==> src/logic/wvcd_pkg.sv <==
// constants and carrier types of the write-and-verify command decoder
// assumes a single clock domain; shared by the decoder and its bench
`default_nettype none
package wvcd_pkg;
   localparam int CDB_MAX = 32;
   localparam logic [5:0] IDX_FULL = 6'h20;
   localparam logic [5:0] LEN_WV12 = 6'h0C;
   localparam logic [5:0] LEN_WV16 = 6'h10;
   localparam logic [5:0] LEN_WV32 = 6'h20;
   localparam logic [7:0] OPC_WV12 = 8'hAE;
   localparam logic [7:0] OPC_WV16 = 8'h8E;
   localparam logic [7:0] OPC_VARLEN = 8'h7F;
   localparam logic [15:0] SA_WV32 = 16'h000C;
   localparam logic [7:0] ADD_LEN_WV32 = 8'h18;
   localparam logic [2:0] PTYPE_2 = 3'h1;
   // byte positions inside the descriptor block
   localparam int B_OPC = 0;
   localparam int B_FLAGS = 1;
   localparam int B12_LBA = 2;
   localparam int B12_LEN = 6;
   localparam int B12_RSVD = 10;
   localparam int B16_LBA = 2;
   localparam int B16_LEN = 10;
   localparam int B16_RSVD = 14;
   localparam int B32_RSVD = 2;
   localparam int B32_GROUP = 6;
   localparam int B32_ADDLEN = 7;
   localparam int B32_SA = 8;
   localparam int B32_FLAGS = 10;
   localparam int B32_RSVD2 = 11;
   localparam int B32_LBA = 12;
   localparam int B32_REFTAG = 20;
   localparam int B32_APPTAG = 24;
   localparam int B32_MASK = 26;
   localparam int B32_LEN = 28;
   // bit positions inside the flags byte
   localparam int F_PROT_HI = 7;
   localparam int F_PROT_LO = 5;
   localparam int F_HINT = 4;
   localparam int F_CMPSEL = 1;
   localparam logic [7:0] RSVD_MASK_SHORT = 8'h08;
   localparam logic [7:0] RSVD_MASK_32 = 8'h0D;
   localparam int RET_W = 4;
   localparam logic [RET_W-1:0] RET_LOWEST = 4'hF;

   typedef logic [CDB_MAX-1:0][7:0] wvcd_cdb_t;

   typedef enum logic [2:0] {
      RES_GOOD,
      RES_BAD_OPCODE,
      RES_BAD_FIELD,
      RES_MEDIUM_ERROR,
      RES_MISCOMPARE
   } wvcd_res_t;

   typedef enum logic [2:0] {
      OP_NONE,
      OP_FLUSH,
      OP_SEEK,
      OP_WRITE,
      OP_VERIFY_ECC,
      OP_VERIFY_CMP
   } wvcd_op_t;

   typedef struct packed {
      wvcd_res_t        result;
      logic             is32;
      logic [63:0]      lba;
      logic [31:0]      xfer_len;
      logic [31:0]      ref_tag;
      logic [15:0]      app_tag;
      logic [15:0]      app_mask;
      logic             check_app;
      logic [2:0]       protect_check_select;
      logic             low_retention_hint;
      logic             byte_compare_select;
      logic [RET_W-1:0] retention;
   } wvcd_cmd_t;
endpackage
`default_nettype wire

==> src/logic/wvcd_decoder.sv <==
// write-and-verify descriptor decoder: collects bytes, checks, queues, sequences ops
// assumes config inputs and op_done/op_fail come from logic on sys_clk
`default_nettype none
module wvcd_decoder #(
   parameter int BUF_DEPTH = 2
) (
   input  wire logic                     sys_clk,
   input  wire logic                     rstn,
   input  wire logic                     cdb_valid,
   input  wire logic [7:0]               cdb_byte,
   input  wire logic                     cdb_last,
   output var  logic                     cdb_ready,
   input  wire logic                     protection_enabled,
   input  wire logic [2:0]               protection_type,
   input  wire logic                     app_tag_owner,
   input  wire logic                     write_cache_enabled,
   input  wire logic [wvcd_pkg::RET_W-1:0] cfg_retention,
   output var  logic                     op_valid,
   output var  wvcd_pkg::wvcd_op_t       op_kind,
   output var  wvcd_pkg::wvcd_cmd_t      op_cmd,
   input  wire logic                     op_done,
   input  wire logic                     op_fail,
   output var  logic                     done_valid,
   output var  wvcd_pkg::wvcd_res_t      done_result
);
   import wvcd_pkg::*;

   localparam int PW = (BUF_DEPTH > 1) ? $clog2(BUF_DEPTH) : 1;
   localparam int CW = $clog2(BUF_DEPTH + 1);

   typedef enum logic {PH_COLLECT, PH_DECODE} wvcd_phase_t;

   typedef struct packed {
      wvcd_phase_t                 phase;
      logic [5:0]                  idx;
      logic                        over;
      wvcd_cdb_t                   cdb;
      logic                        cdb_ready;
      wvcd_cmd_t [BUF_DEPTH-1:0]   fifo;
      logic [PW-1:0]               wr;
      logic [PW-1:0]               rd;
      logic [CW-1:0]               cnt;
      wvcd_op_t                    op;
      logic                        op_valid;
      wvcd_cmd_t                   cur;
      logic                        done_valid;
      wvcd_res_t                   done_result;
   } wvcd_state_t;

   wvcd_state_t st;
   wvcd_state_t next_st;
   wvcd_cmd_t   dec;
   logic [7:0]  fl;
   logic        push;
   logic        pop;

   function automatic logic [31:0] be32(input wvcd_cdb_t c, input int s);
      be32 = {c[s], c[s+1], c[s+2], c[s+3]};
   endfunction

   function automatic logic [15:0] be16(input wvcd_cdb_t c, input int s);
      be16 = {c[s], c[s+1]};
   endfunction

   function automatic logic [PW-1:0] ptr_inc(input logic [PW-1:0] p);
      ptr_inc = (p == PW'(BUF_DEPTH - 1)) ? '0 : p + PW'(1);
   endfunction

   // a zero-length command still flushes first when the write cache is enabled, but then only seeks
   function automatic wvcd_op_t first_op(input wvcd_cmd_t c);
      first_op = (c.xfer_len == 32'h00000000) ? OP_SEEK : OP_WRITE;
   endfunction

   // decoding looks at config at the decode cycle, not at execution time
   always_comb begin
      dec = '0;
      dec.result = RES_GOOD;
      fl = 8'h00;
      unique case (st.cdb[B_OPC])
         OPC_WV12: begin
            fl = st.cdb[B_FLAGS];
            dec.lba = {32'h00000000, be32(st.cdb, B12_LBA)};
            dec.xfer_len = be32(st.cdb, B12_LEN);
            if (st.over || st.idx != LEN_WV12 || (fl & RSVD_MASK_SHORT) != 8'h00
                || st.cdb[B12_RSVD] != 8'h00) begin
               dec.result = RES_BAD_FIELD;
            end
         end
         OPC_WV16: begin
            fl = st.cdb[B_FLAGS];
            dec.lba = {be32(st.cdb, B16_LBA), be32(st.cdb, B16_LBA + 4)};
            dec.xfer_len = be32(st.cdb, B16_LEN);
            if (st.over || st.idx != LEN_WV16 || (fl & RSVD_MASK_SHORT) != 8'h00
                || st.cdb[B16_RSVD] != 8'h00) begin
               dec.result = RES_BAD_FIELD;
            end
         end
         OPC_VARLEN: begin
            fl = st.cdb[B32_FLAGS];
            dec.is32 = 1'b1;
            dec.lba = {be32(st.cdb, B32_LBA), be32(st.cdb, B32_LBA + 4)};
            dec.ref_tag = be32(st.cdb, B32_REFTAG);
            dec.xfer_len = be32(st.cdb, B32_LEN);
            if (be16(st.cdb, B32_SA) != SA_WV32) begin
               dec.result = RES_BAD_OPCODE;
            end else if (!(protection_enabled && protection_type == PTYPE_2)) begin
               dec.result = RES_BAD_OPCODE;
            end else if (st.over || st.idx != LEN_WV32 || st.cdb[B32_ADDLEN] != ADD_LEN_WV32
                         || be32(st.cdb, B32_RSVD) != 32'h00000000
                         || st.cdb[B32_GROUP] != 8'h00 || st.cdb[B32_RSVD2] != 8'h00
                         || (fl & RSVD_MASK_32) != 8'h00) begin
               dec.result = RES_BAD_FIELD;
            end
            if (app_tag_owner) begin
               dec.app_tag = be16(st.cdb, B32_APPTAG);
               dec.app_mask = be16(st.cdb, B32_MASK);
               dec.check_app = |be16(st.cdb, B32_MASK);
            end
         end
         default: begin
            dec.result = RES_BAD_OPCODE;
         end
      endcase
      dec.protect_check_select = fl[F_PROT_HI:F_PROT_LO];
      dec.low_retention_hint = fl[F_HINT];
      dec.byte_compare_select = fl[F_CMPSEL];
      dec.retention = fl[F_HINT] ? RET_LOWEST : cfg_retention;
   end

   always_comb begin
      next_st = st;
      next_st.done_valid = 1'b0;
      push = 1'b0;
      pop = 1'b0;
      if (st.phase == PH_COLLECT) begin
         if (cdb_valid && st.cdb_ready) begin
            if (st.idx < IDX_FULL) begin
               next_st.cdb[st.idx[4:0]] = cdb_byte;
               next_st.idx = st.idx + 6'h01;
            end else begin
               next_st.over = 1'b1;
            end
            if (cdb_last) begin
               next_st.phase = PH_DECODE;
            end
         end
      end else if (st.cnt < CW'(BUF_DEPTH)) begin
         // a full queue holds the decode and so stalls the byte stream
         push = 1'b1;
         next_st.fifo[st.wr] = dec;
         next_st.wr = ptr_inc(st.wr);
         next_st.phase = PH_COLLECT;
         next_st.idx = 6'h00;
         next_st.over = 1'b0;
      end
      next_st.cdb_ready = (next_st.phase == PH_COLLECT);

      if (!st.op_valid) begin
         if (st.cnt != '0) begin
            pop = 1'b1;
            next_st.rd = ptr_inc(st.rd);
            next_st.cur = st.fifo[st.rd];
            if (st.fifo[st.rd].result != RES_GOOD) begin
               next_st.done_valid = 1'b1;
               next_st.done_result = st.fifo[st.rd].result;
            end else begin
               next_st.op_valid = 1'b1;
               next_st.op = write_cache_enabled ? OP_FLUSH : first_op(st.fifo[st.rd]);
            end
         end
      end else if (op_done) begin
         next_st.op_valid = 1'b0;
         next_st.op = OP_NONE;
         next_st.done_result = op_fail ? RES_MEDIUM_ERROR : RES_GOOD;
         next_st.done_valid = 1'b1;
         unique case (st.op)
            OP_FLUSH: begin
               if (!op_fail) begin
                  next_st.done_valid = 1'b0;
                  next_st.op_valid = 1'b1;
                  next_st.op = first_op(st.cur);
               end
            end
            OP_WRITE: begin
               if (!op_fail) begin
                  next_st.done_valid = 1'b0;
                  next_st.op_valid = 1'b1;
                  next_st.op = st.cur.byte_compare_select ? OP_VERIFY_CMP : OP_VERIFY_ECC;
               end
            end
            OP_VERIFY_CMP: begin
               next_st.done_result = op_fail ? RES_MISCOMPARE : RES_GOOD;
            end
            default: begin
               // seek and ecc verify: failure is a medium error
               next_st.done_result = op_fail ? RES_MEDIUM_ERROR : RES_GOOD;
            end
         endcase
      end
      next_st.cnt = st.cnt + CW'(push) - CW'(pop);
   end

   always_ff @(posedge sys_clk or negedge rstn) begin
      if (!rstn) begin
         st <= '0;
      end else begin
         st <= next_st;
      end
   end

   assign cdb_ready = st.cdb_ready;
   assign op_valid = st.op_valid;
   assign op_kind = st.op;
   assign op_cmd = st.cur;
   assign done_valid = st.done_valid;
   assign done_result = st.done_result;

   wire decode_now = (st.phase == PH_DECODE) && push;
endmodule
`default_nettype wire

==> config.mk <==
export PLATFORM = sky130hd
export DESIGN_NAME = wvcd_decoder
export DESIGN_NICKNAME = d
export VERILOG_FILES = /design/src/logic/wvcd_pkg.sv /design/src/logic/wvcd_decoder.sv
export SDC_FILE = /design/constraint.sdc
export NUM_CORES = 1
export LEC_CHECK = 0
export BUFFER_PORTS_ARGS = -buffer_cell sky130_fd_sc_hd__buf_2
export CORE_ASPECT_RATIO = 1.1
export CORE_UTILIZATION = 60
export CTS_BUF_LIST = sky130_fd_sc_hd__clkbuf_16
export DETAILED_ROUTE_END_ITERATION = 16
export HOLD_SLACK_MARGIN = 0.03
export PLACE_DENSITY = 0.81
export REMOVE_ABC_BUFFERS = 1
export SYNTH_ARGS = -nofsm -noshare
export SYNTH_HDL_FRONTEND = slang
export SYNTH_SLANG_ARGS = --single-unit
==> constraint.sdc <==
create_clock -name sys_clk -period 2.7 [get_ports sys_clk]
set_clock_uncertainty 0.15 [all_clocks]
set_input_delay 0 -clock sys_clk [delete_from_list [all_inputs] [get_ports sys_clk]]
set_output_delay 0 -clock sys_clk [all_outputs]
set_load 0.005 [all_outputs]
* Yosys cells after proc, flatten, opt, wreduce, memory -nomap -nowiden
Index checks and enable logic that the tools add are counted.
** Storage, ports and cells
- Register bits after elaboration :: 799
- RAM bits :: 0
- Latch bits :: 0
- Memories :: 0
- Memory bits (read-only) :: 0
- Logic and storage cells :: 202
** Operators by class
- Multiplexer cells :: 52
- Reduce and logical (&&, ||, !) cells :: 40
- $mul :: 0
- Add/subtract/negate cells :: 5
- Equality and inequality tests :: 16
- Div/mod/pow operators :: 0
- Shift-type cells :: 0
- Magnitude comparators :: 7
- Bitwise logic cells :: 3
** Operators with widths (number)
- $mux W174 :: 3
- $bwmux W348 :: 1
- $pmux W96 S3 :: 1
- $mux W264 :: 1
- $bwmux W256 :: 1
- $mux W256 :: 1
- $mux W182 :: 1
- $demux W174 S1 :: 1
- $mux W65 :: 1
- $logic_not A32 Y1 :: 2
- $demux W8 S5 :: 1
- $reduce_bool A8 Y1 :: 5
- $mux W33 :: 1
- $mux W4 :: 8
- $reduce_bool A32 Y1 :: 1
- $mux W8 :: 3
- $eq A8 B8 Y1 const B :: 2
- $ne A16 B4 Y1 const B :: 1
- $pmux W8 S2 :: 1
- $reduce_or A16 Y1 :: 1
- $reduce_and A3 Y1 :: 5
- $mux W1 :: 14
- $mux W2 :: 7
- $logic_or A1 B1 Y1 :: 12
- 30 further kinds :: 48

* Logic depth before layout (Yosys ltp)
Gate-level depths: netlist of run 1.
- Depth in word-level cells :: 12
- Mapped depth :: 10
- Depth with buffers taken out :: 8

* Worst setup path after synthesis of run 1
OpenSTA, ideal clock, no wires.
- Path type :: register to register
- Start :: reg st[535] (netlist name)
- End :: reg st[462] (netlist name)
- Arrival :: 1.768 ns
- Clock period less this slack :: 1.995 ns
- Stages on the path, launching flop included :: 7
- Path slack :: 0.705 ns
- Setup time :: 0.077 ns
- Path buffers :: 1
- Cell sequence :: dfrtp_1 > or4b_4 > nor3_4 > buf_6 > a22o_1 > a21oi_1 > o21ai_1
** Between the ends
- Word-level cells in the longest chain between the ends :: 3
- Elaborated cells between the ends (all ways) :: 5
- Classes of those cells :: eq/ne (3); mux (2)
** Ends and longest elaborated chain
- from (decl) :: RTL line wvcd_decoder.sv:50 : wvcd_state_t st;
- from (signal assigned) :: RTL line wvcd_decoder.sv:207 : st <= next_st;
- $eq A8 B7 Y1 / $eq A8 B8 Y1 (equally long branches) :: RTL line wvcd_decoder.sv:79 : unique case (st.cdb[B_OPC])
- $pmux W96 S3 * :: RTL line wvcd_decoder.sv:79
- $bwmux W348 * :: RTL line wvcd_decoder.sv:150 : next_st.fifo[st.wr] = dec;
Every way passes the cells marked *; elsewhere a longest branch is shown, timed or not.
A chain may end at the register's enable or synchronous reset.

* Worst setup path in the final report of run 1
- Start :: reg st[184] (netlist name)
- End :: reg st (netlist bit op_kind[1])
** Between the ends
- Word-level cells in the longest chain between the ends :: 5
** Ends and longest elaborated chain
- $mux W174 (2 in a row)
- $reduce_bool A3 Y1 :: RTL line wvcd_decoder.sv:163 : if (st.fifo[st.rd].result != RES_GOOD) begin
- $ne A2 B2 Y1 (no source line)
- $reduce_and A3 Y1 (no source line)
No other way between the ends. The select of a mux whose other input is x is not followed.

==> results of run 1 <==
critical path, stage by stage (launching register included):
cell and delay (ns):
dfrtp_4 0.59, buf_12 0.25, nor3_1 0.22, a21oi_1 0.09, nand2b_2 0.31, nand3_1 0.13
o211ai_1 0.10, dlygate4sd3_1 0.57
power breakdown:
group	internal [W]	leakage [nW]	switching, W	total (W)
sequential	0.0132	10.9	0.00137	0.0146
clock	0.00582	1.20	0.00443	0.0102
combinational	0.00241	5.76	0.00420	0.00661
total	0.0214	17.9	0.00999	0.0314
through the flow:
step                      instances  area (µm²)  power, W
after global placement         3734       34600    0.0209
after CTS                      3884       37100    0.0315
after floorplan                2710       31700    0.0175
final                          3885       37100    0.0314
after global routing           3885       37100    0.0326
after detailed placement       3734       34600    0.0212
synth_stat cells (all sizes together) (2+ instances only):
master,count
mux2i,174
nor3b,3
a21o,2
a311o,2
a22o,63
or4b,3
buf,221
nand4,10
clkbuf,163
and3b,2
a21oi,66
nor4bb,2
dfrtp,794
nand2,631
xnor2,4
o22ai,3
and3,2
a41oi,2
and2,6
o21ai,517
nor4,39
nor4b,6
nor2,27
a31oi,3
mux2,254
ha,6
a222oi,2
inv,9
nor3,11
nand3,13
nand2b,2
a22oi,38
worst paths after layout:
| kind | end | slack (ns) | cells past startpoint | startpoint |
|---|---|---|---|---|
| setup / recovery | op_kind[1]$_DFFE_PN0P_ | 0.14 | 7 | st[184]$_DFFE_PN0P_ |
| hold / removal | st[187]$_DFFE_PN0P_ | 0.09 | 4 | cfg_retention[1] |
| setup reg to reg | op_kind[1]$_DFFE_PN0P_ | 0.14 | 7 | st[184]$_DFFE_PN0P_ |
| hold reg to reg | op_cmd[63]$_DFFE_PN0P_ | 0.32 | 2 | op_cmd[63]$_DFFE_PN0P_ |
| max in group asynchronous | st[184]$_DFFE_PN0P_ | 0.99 | 4 | rstn |
| min in group asynchronous | op_cmd[55]$_DFFE_PN0P_ | 0.38 | 3 | rstn |
what timing repair did:
action / in CTS / in global routing
setup endpoints to repair: 0 / 1
endpoints found under the hold margin: 885 / 0
hold buffers: 16 / 0
gates resized for setup: 0 / 1
cell families after synthesis:
group / count (synthesis) / share of synthesized area, %
DFF: 794 / 58.6
adders and majority gates: 6 / 0.221
and+or+nand+nor: 762 / 9.34
muxes: 428 / 13.6
other: 1 / 0.0111
AOI/OAI and AO/OA: 705 / 11.6
xor gates and xnor gates: 5 / 0.129
buffers and inverters: 393 / 6.61
state kept, by name (all words and copies together) (netlist names):
| register | cells |
|---|---|
| cdb_ready | 1 |
| done_result | 3 |
| done_valid | 1 |
| op_cmd | 173 |
| op_kind | 3 |
| op_valid | 1 |
| st | 612 |
metal layers:
metal	wire length (µm)	share of wire, %	up-vias	track usage (%)
met5	0	0	-	0
met4	3220	3.8	0	12.8
met3	4890	5.8	225	4.02
met2	41700	50	881	49.6
met1	33900	40	12000	38.2
li1	-	-	10500	-
cell type report:
class	count	area share (%)
sequential	794	53.5
multi-input combinational	1907	31.9
timing repair buffer	296	5.62
clock buffer	77	5.19
tap	744	2.51
clock inverter	57	1.13
inverter	9	0.0910
antenna	1	0.00674
==> run summary, run 1 <==
run status = completed
Min Hold Slack = 0.0855 ns
area of the multi-input gates = 11800 µm²
Final Hold Viols = 0
Seq cells post-synth = 794
achievable frequency = 391 MHz
final core utilization = 66.3%
Die W = 229 µm
worst vdd ir = 0.000932 V
async set-or-reset flop fraction in the synthesized netlist = 100%
TritonCTS clock tree = yes
grt ovf = 0
Synth area leader = dfrtp_1
Max Slew Vio Count = 0
clock tree buffer depth = 3
Synth warnings = 0
Total GRT Usage = 29.4%
initial antenna violation count = 1
Setup CP Type = reg -> reg
Port-buffer cells = 205
clock insertion delay at the later pin of the skew report = 0.61 ns
pwr dens = 846 nW/µm²
CP Capture Type = flop
FILL cells = 4028
commonest non-fill, non-tap cell in the layout = dfrtp_1
Ports = 207
Top FF cell, synth = dfrtp_1
post-synth design cell area = 33900 µm²
Detailed Route WL = 83700 µm
fin crit share = 94.7%
Setup Viol. Count Final = 0
Mapped Cells = 3094
DIE AREA = 57500 µm²
Post-synth EDFFs = 0
Detailed Route Iter0 Violations = 2334
share of cells above drive strength 1 = 20.5%
Vias = 23600
die height = 251 µm
pre-CTS setup slack = 0.372 ns
hpwl dp = 53800 µm
Seq/Total Area, Yosys = 58.6%
largest net degree at the start of global routing = 189
setup TNS = 0 ns
Clock transition at path regs = 0.06 ns
crit path DAT = 2.88 ns
Crit path required time = 3.03 ns
CTS Root Cell = clkbuf_16
CP Max Fanout = 31
RSZ-0062 raised after global routing = false
Core Region = 56000 µm²
Seq. cell area = 19900 µm²
GP Congestion = 0.902
main area contributors after synthesis = dfrtp_1 (59%), mux2_2 (8.4%), nand2_1 (7.0%), o21ai_0 (5.5%), mux2i_1 (5.1%)
CTS sink count = 794
Num CTS Buffers = 76
Routed Antenna Nets = 0
share of the synthesized area in the top cell type = 58.6%
nets@finish = 3114
slew margin rel. = 29.9%
post-DR vias/cell = 6.07
Post-CTS Setup Inserts = 0
Initial Util = 60.6%
maxcap violations = 0
area grow syn2layout = 9.41%
H-tree depth = 3
min Tclk post-route = 2.56 ns
WL per Instance = 21.5 µm
Least-Margin Pin Slew = 1.05 ns
1st-pass router iterations = 6
post-route setup slack = 0.144 ns
most frequent cells in the layout = dfrtp_1 (793), nand2_1 (630), o21ai_0 (376)
Hold Crit Class = in -> reg
detailed-route DRC error count = 0
LEAKAGE = 17.9 nW
vias in the first global route = 23900
synthesized area per cell = 11.0 µm²
Netlist cell types = 53
row count = 91
global-route wire length before repair = 132000 µm
Worst setup SP type = flop
Note: power is estimated with default switching activity, not from simulation.
==> run 2, diff against run 1 <==
--- a/config.mk
+++ b/config.mk
@@ -7,6 +7,7 @@
 export LEC_CHECK = 0
 export BUFFER_PORTS_ARGS = -buffer_cell sky130_fd_sc_hd__buf_2
 export CORE_ASPECT_RATIO = 1.1
+export CORE_MARGIN = 2
 export CORE_UTILIZATION = 60
 export CTS_BUF_LIST = sky130_fd_sc_hd__clkbuf_16
 export DETAILED_ROUTE_END_ITERATION = 16
==> run 2 against run 1 <==
  * Clock-buffer cell count unchanged
  * Non-clock buffer count up 9
  * Clock power about the same
  * Final area up 0.37%
  * Die area up 1.7%
  * Combinational power down 2%
  * Via count about the same
  * Total power up 0.20%
  * Setup slack better by 0.045 ns
  * Maximum frequency up 1.8%
  * Highest routed layer unchanged
==> run summary, run 2 (synthesis results as in run 1) <==
Largest register FFs = 612 (unchanged)
Placed Area = 34600 µm² (about the same)
CP Max Fanout = 27 (-13%)
maxcap violations = 0 (unchanged)
LEAKAGE = 18.0 nW (+0.47%)
pwr dens = 845 nW/µm² (-0.17%)
crit path cell chain = nor2_1 -> or2_4 -> inv_1 -> nand2b_1 -> nand3_1 -> o211ai_1 -> dlygate4sd3_1
fin crit share = 93.0% (-1.7 points)
WL per Instance = 21.4 µm (-0.71%)
Final Hold Viols = 0 (unchanged)
Port-buffer cells = 205 (unchanged)
Worst setup SP type = flop
hpwl dp = 53500 µm (-0.50%)
slowest cell delay on critical path = 0.57 ns (-0.02 ns)
initial antenna violation count = 1 (unchanged)
Max Slew Vio Count = 0 (unchanged)
Die W = 231 µm (+0.87%)
Total GRT Usage = 28.8% (-0.57 points)
largest net degree at the start of global routing = 165 (-13%)
GP Congestion = 0.902 (about the same)
commonest non-fill, non-tap cell in the layout = dfrtp_1
Setup Viol. Count Final = 0 (unchanged)
TritonCTS clock tree = yes
Routed Antenna Nets = 0 (unchanged)
vias in the first global route = 24100 (+0.98%)
clock tree buffer depth = 3 (unchanged)
area grow syn2layout = 9.81%
CP delay by family, top = simple AND/OR/NAND/NOR gates
slew margin rel. = 33.5% (+3.6 points)
post_cts resized = 0 (unchanged)
cts hold-fix bufs = 20 (+4)
CTS Root Cell = clkbuf_16
Post-CTS Setup Inserts = 0 (unchanged)
Clock transition at path regs = 0.06 ns (about the same)
run status = completed
worst vdd ir = 0.000697 V (-25%)
CP Capture Type = flop
Num CTS Buffers = 77 (+1.3%)
Setup CP Type = reg -> reg
global-route wire length before repair = 131000 µm (-0.72%)
Detailed Route WL = 83400 µm (-0.35%)
H-tree depth = 3 (unchanged)
detailed-route DRC error count = 0 (unchanged)
Worst Path Buf+Inv = 2 (unchanged)
nets@finish = 3124 (+0.32%)
clock insertion delay at the later pin of the skew report = 0.64 ns (+0.03 ns)
Core Region = 56000 µm² (unchanged)
Vias = 23600 (+0.030%)
RSZ-0062 raised after global routing = false
post-DR vias/cell = 6.05 (-0.33%)
CTS sink count = 794 (unchanged)
1st-pass router iterations = 5 (-1)
Crit path required time = 3.11 ns (+0.08 ns)
share of cells above drive strength 1 = 20.9% (+0.38 points)
Ports = 207 (unchanged)
achievable frequency = 398 MHz (+1.8%)
setup TNS = 0 ns (unchanged)
Initial Util = 60.6% (unchanged)
Top reg by flops = st
crit path DAT = 2.92 ns (+0.04 ns)
grt ovf = 0 (unchanged)
Least-Margin Pin Slew = 0.998 ns (-0.0534 ns)
DIE AREA = 58500 µm² (+1.7%)
Slowest cell on crit path = dlygate4sd3_1
row count = 91 (unchanged)
die height = 253 µm (+0.80%)
min Tclk post-route = 2.51 ns (-0.0451 ns)
most frequent cells in the layout = dfrtp_1 (793), nand2_1 (630), o21ai_0 (376)
Hold Crit Class = in -> reg
final instance area = 37300 µm² (+0.37%)
Detailed Route Iter0 Violations = 1932 (-17%)
==> run 2: cell count changes in the layout (fill, tap and decap cells not counted), moves of 2 or more <==
cell	delta
inv_6	+2
buf_4	+7
inv_16	+2
clkinvlp_4	+3
inv_1	+6
clkinv_8	+2
clkinv_1	-11
dlygate4sd3_1	+3
==> run 2: report_power, final <==
group | total [W] | internal [W] | switching, W
Combinational | 0.00651 | 0.00241 | 0.00411
Sequential | 0.0146 | 0.0132 | 0.00136
Clock | 0.0104 | 0.00581 | 0.00460
==> run 2: stage by stage <==
step | setup slack (ns) | total power [W] | hold slack (ns) | util, % | std cells
2_1_floorplan | -9.66 | 0.0175 | -0.446 | - | 2710
3_3_place_gp | 0.479 | 0.0208 | -0.201 | 61.8 | 3739
3_5_place_dp | 0.362 | 0.0211 | -0.190 | 61.8 | 3739
4_1_cts | 0.193 | 0.0315 | 0.0321 | 66.5 | 3898
5_1_grt | 0.0507 | 0.0327 | 0.0706 | 66.5 | 3898
6_report | 0.189 | 0.0315 | 0.0541 | 66.5 | 3899
==> run 2: worst min-delay path: cells and delay by family <==
kind | cells | cell delay [ns]
AND/OR/NAND/NOR | 1 | 0.04
AO/OA/AOI/OAI | 1 | 0.12
buffers and inverters | 2 | 0.62
==> run 2: path summary, 6_finish.rpt <==
path	from	endpoint	slack (ns)	cells past startpoint
worst min-delay path	cfg_retention[3]	st[363]$_DFFE_PN0P_	0.05	4
max in group asynchronous	rstn	op_cmd[117]$_DFFE_PN0P_	1.26	5
worst min register to register	op_cmd[42]$_DFFE_PN0P_	op_cmd[42]$_DFFE_PN0P_	0.32	2
worst max-delay path	st[183]$_DFF_PN0_	op_kind[1]$_DFFE_PN0P_	0.19	7
worst max register to register	st[183]$_DFF_PN0_	op_kind[1]$_DFFE_PN0P_	0.19	7
min in group asynchronous	rstn	st[686]$_DFFE_PN0P_	0.48	4
==> run 2: layout make-up <==
cell class              count  area (µm²)
flip-flops and latches    794       19900
fillers                  3922       18800
multi-input cells        1907       11800
repair buffers            305        2150
clock buffers              77        1930
well taps                 744         931
clock inverters            62         497
inverters                   9        33.8
diodes                      1        2.50
==> run 2: per-layer routing <==
| metal | share of wire [%] | wire length, µm | global-route usage [%] | vias to the layer above |
|---|---|---|---|---|
| li1 | - | - | - | 10500 |
| met2 | 49 | 40800 | 47.1 | 916 |
| met4 | 4.7 | 3890 | 14.6 | 0 |
| met3 | 6.9 | 5790 | 5.70 | 221 |
| met5 | 0 | 0 | 0 | - |
| met1 | 39 | 32900 | 36.8 | 11900 |
==> run 3, diff against run 2 <==
--- a/config.mk
+++ b/config.mk
@@ -8,11 +8,11 @@
 export BUFFER_PORTS_ARGS = -buffer_cell sky130_fd_sc_hd__buf_2
 export CORE_ASPECT_RATIO = 1.1
 export CORE_MARGIN = 2
-export CORE_UTILIZATION = 60
+export CORE_UTILIZATION = 30
 export CTS_BUF_LIST = sky130_fd_sc_hd__clkbuf_16
 export DETAILED_ROUTE_END_ITERATION = 16
 export HOLD_SLACK_MARGIN = 0.03
-export PLACE_DENSITY = 0.81
+export PLACE_DENSITY = 0.47
 export REMOVE_ABC_BUFFERS = 1
 export SYNTH_ARGS = -nofsm -noshare
 export SYNTH_HDL_FRONTEND = slang
==> run 3 against run 2 <==
  * Register-to-register slack gained 0.24 ns
  * Via count is 6.2% lower
  * Critical path depth unchanged
  * Total power grew 2.8%
  * Maximum frequency up 11%
  * Sequential share of layout area down 2.2 points
  * Worst hold slack better by 0.0068 ns
  * Sequential cell count is the same
  * Setup slack improved by 0.24 ns
  * Cell count is 21% higher
  * Highest routed layer unchanged
==> run summary, run 3 (synthesis results as in run 1) <==
DIE AREA = 116000 µm² (+98%)
post-DR vias/cell = 4.68 (-23%)
sw frac = 32.0% (about the same)
min Tclk post-route = 2.27 ns (-0.243 ns)
row count = 129 (+42%)
initial antenna violation count = 0 (-1)
most frequent cells in the layout = dfrtp_1 (793), nand2_1 (630), o21ai_0 (376)
global-route wire length before repair = 144000 µm (+9.6%)
placed cells = 4556 (+22%)
Core Region = 112000 µm² (+100%)
CTS Root Cell = clkbuf_16
share of cells above drive strength 1 = 22.3% (+1.4 points)
clock insertion delay at the later pin of the skew report = 0.64 ns (about the same)
achievable frequency = 441 MHz (+11%)
FILL cells = 11500 (+190%)
Routed Antenna Nets = 0 (unchanged)
crit path DAT = 2.64 ns (-0.28 ns)
die height = 357 µm (+41%)
Least-Margin Pin Slew = 1.17 ns (+0.176 ns)
TritonCTS clock tree = yes
1st-pass router iterations = 5 (unchanged)
maxcap violations = 0 (unchanged)
Logic pwr share = 21.4% (+0.7 points)
Final Hold Viols = 0 (unchanged)
Setup CP Type = reg -> reg
GP Congestion = 0.783 (-13%)
area of the multi-input gates = 11800 µm² (unchanged)
H-tree depth = 3 (unchanged)
CP Max Fanout = 8 (-70%)
Detailed Route Iter0 Violations = 1340 (-31%)
Num CTS Buffers = 84 (+9.1%)
largest net degree at the start of global routing = 113 (-32%)
CTS sink count = 794 (unchanged)
slew margin rel. = 21.8% (-12 points)
Detailed Route WL = 93600 µm (+12%)
clock tree buffer depth = 3 (unchanged)
Vias = 22100 (-6.2%)
pwr dens = 832 nW/µm² (-1.5%)
CP delay by family, top = simple AND/OR/NAND/NOR gates
Worst setup SP type = flop
Port-buffer cells = 205 (unchanged)
RSZ-0062 raised after global routing = false
WL per Instance = 19.8 µm (-7.4%)
n_diodes = 0 (-1)
commonest non-fill, non-tap cell in the layout = dfrtp_1
cts hold-fix bufs = 23 (+15%)
Largest register FFs = 612 (unchanged)
grt ovf = 0 (unchanged)
Slowest cell on crit path = dfrtp_1
run status = completed
post_cts resized = 0 (unchanged)
Cell Count, Final, Fillers Out = 4728 (+21%)
Hold Crit Class = in -> reg
Top reg by flops = st
Crit path required time = 3.07 ns (-0.04 ns)
Post-CTS Setup Inserts = 0 (unchanged)
Clock transition at path regs = 0.06 ns (about the same)
Total GRT Usage = 16.1% (-13 points)
Psw = 0.0104 W (+2.8%)
CP Capture Type = flop
detailed-route DRC error count = 0 (unchanged)
clock network fraction of total power = 33.8% (+0.7 points)
LEAKAGE = 18.4 nW (+2.1%)
Ports = 207 (unchanged)
Int Pwr = 0.0220 W (+2.8%)
fin crit share = 84.0% (-9.0 points)
Seq. cell area = 19900 µm² (unchanged)
vias in the first global route = 22400 (-7.0%)
Setup Viol. Count Final = 0 (unchanged)
crit path cell chain = nand2_1 -> nor3_1 -> buf_4 -> and2_1 -> buf_4 -> nand2_1 -> mux2_2
worst vdd ir = 0.000489 V (-30%)
Initial Util = 30.2% (-30 points)
Die W = 325 µm (+41%)
Worst Path Buf+Inv = 2 (unchanged)
Reg power frac = 44.8% (-1.4 points)
slowest cell delay on critical path = 0.39 ns (-0.18 ns)
Max Slew Vio Count = 0 (unchanged)
setup TNS = 0 ns (unchanged)
nets@finish = 3189 (+2.1%)
area grow syn2layout = 14.6%
hpwl dp = 63400 µm (+18%)
total power draw = 0.0324 W (+2.8%)
run 3: cell count changes in the layout (fill, tap and decap cells not counted), sizes merged:
cell,previous run,this run
bufinv,6,3
buf,286,341
clkbuf,77,89
clkinv,28,40
inv,34,26
clkinvlp,3,0
dlygate4sd3,19,22
diode,1,0
run 3: final timing paths:
check                                       start                endpoint  slack, ns  cells past startpoint
hold reg to reg            op_cmd[65]$_DFFE_PN0P_  op_cmd[65]$_DFFE_PN0P_       0.32                      2
hold / removal                   cfg_retention[1]     st[187]$_DFFE_PN0P_       0.06                      4
setup / recovery              cdb_ready$_DFF_PN0_     st[727]$_DFFE_PN0P_       0.43                      7
min in group asynchronous                    rstn  op_cmd[49]$_DFFE_PN0P_       0.46                      4
max in group asynchronous                    rstn     st[752]$_DFFE_PN0P_       1.28                      4
setup reg to reg              cdb_ready$_DFF_PN0_     st[727]$_DFFE_PN0P_       0.43                      7
run 3: worst register-to-register path: stages, from the launching register on:
cell and delay [ns]:
dfrtp_1 0.39, nand2_1 0.19, nor3_1 0.28, buf_4 0.19
and2_1 0.15, buf_4 0.16, nand2_1 0.27, mux2_2 0.37
run 3: cell type report:
cell class / instances / area share, %
clock inverters: 60 / 0.837
well taps: 1506 / 4.85
inverters: 9 / 0.0869
repair buffers: 363 / 6.94
multi-input cells: 1907 / 30.5
flip-flops and latches: 794 / 51.1
clock buffers: 89 / 5.73
run 3: power by group through the flow:
stage | Sequential (W) | Combinational (W) | Clock, W
after floorplan | 0.0143 | 0.00323 | 0
after global placement | 0.0147 | 0.00704 | 0
after detailed placement | 0.0147 | 0.00707 | 0
after CTS | 0.0145 | 0.00711 | 0.0113
after global routing | 0.0146 | 0.00768 | 0.0118
final | 0.0145 | 0.00693 | 0.0110
run 3: through the flow:
| stage | hold WS [ns] | cell area, µm² | setup WS [ns] | utilization, % |
|---|---|---|---|---|
| after detailed placement | -0.166 | 36100 | 0.378 | 32.1 |
| after floorplan | -0.446 | 31700 | -9.66 | - |
| after global routing | 0.0647 | 38900 | 0.267 | 34.6 |
| after global placement | -0.172 | 36100 | 0.387 | 32.1 |
| after CTS | 0.0352 | 38900 | 0.370 | 34.6 |
| final | 0.0610 | 38900 | 0.432 | 34.6 |
run 3: per-layer routing:
layer / wire length [µm] / track usage (%) / vias to the layer above
li1: - / - / 10700
met1: 43100 / 21.7 / 11000
met2: 44500 / 26.4 / 318
met3: 3410 / 2.59 / 133
met4: 2530 / 5.46 / 0
met5: 0 / 0 / -
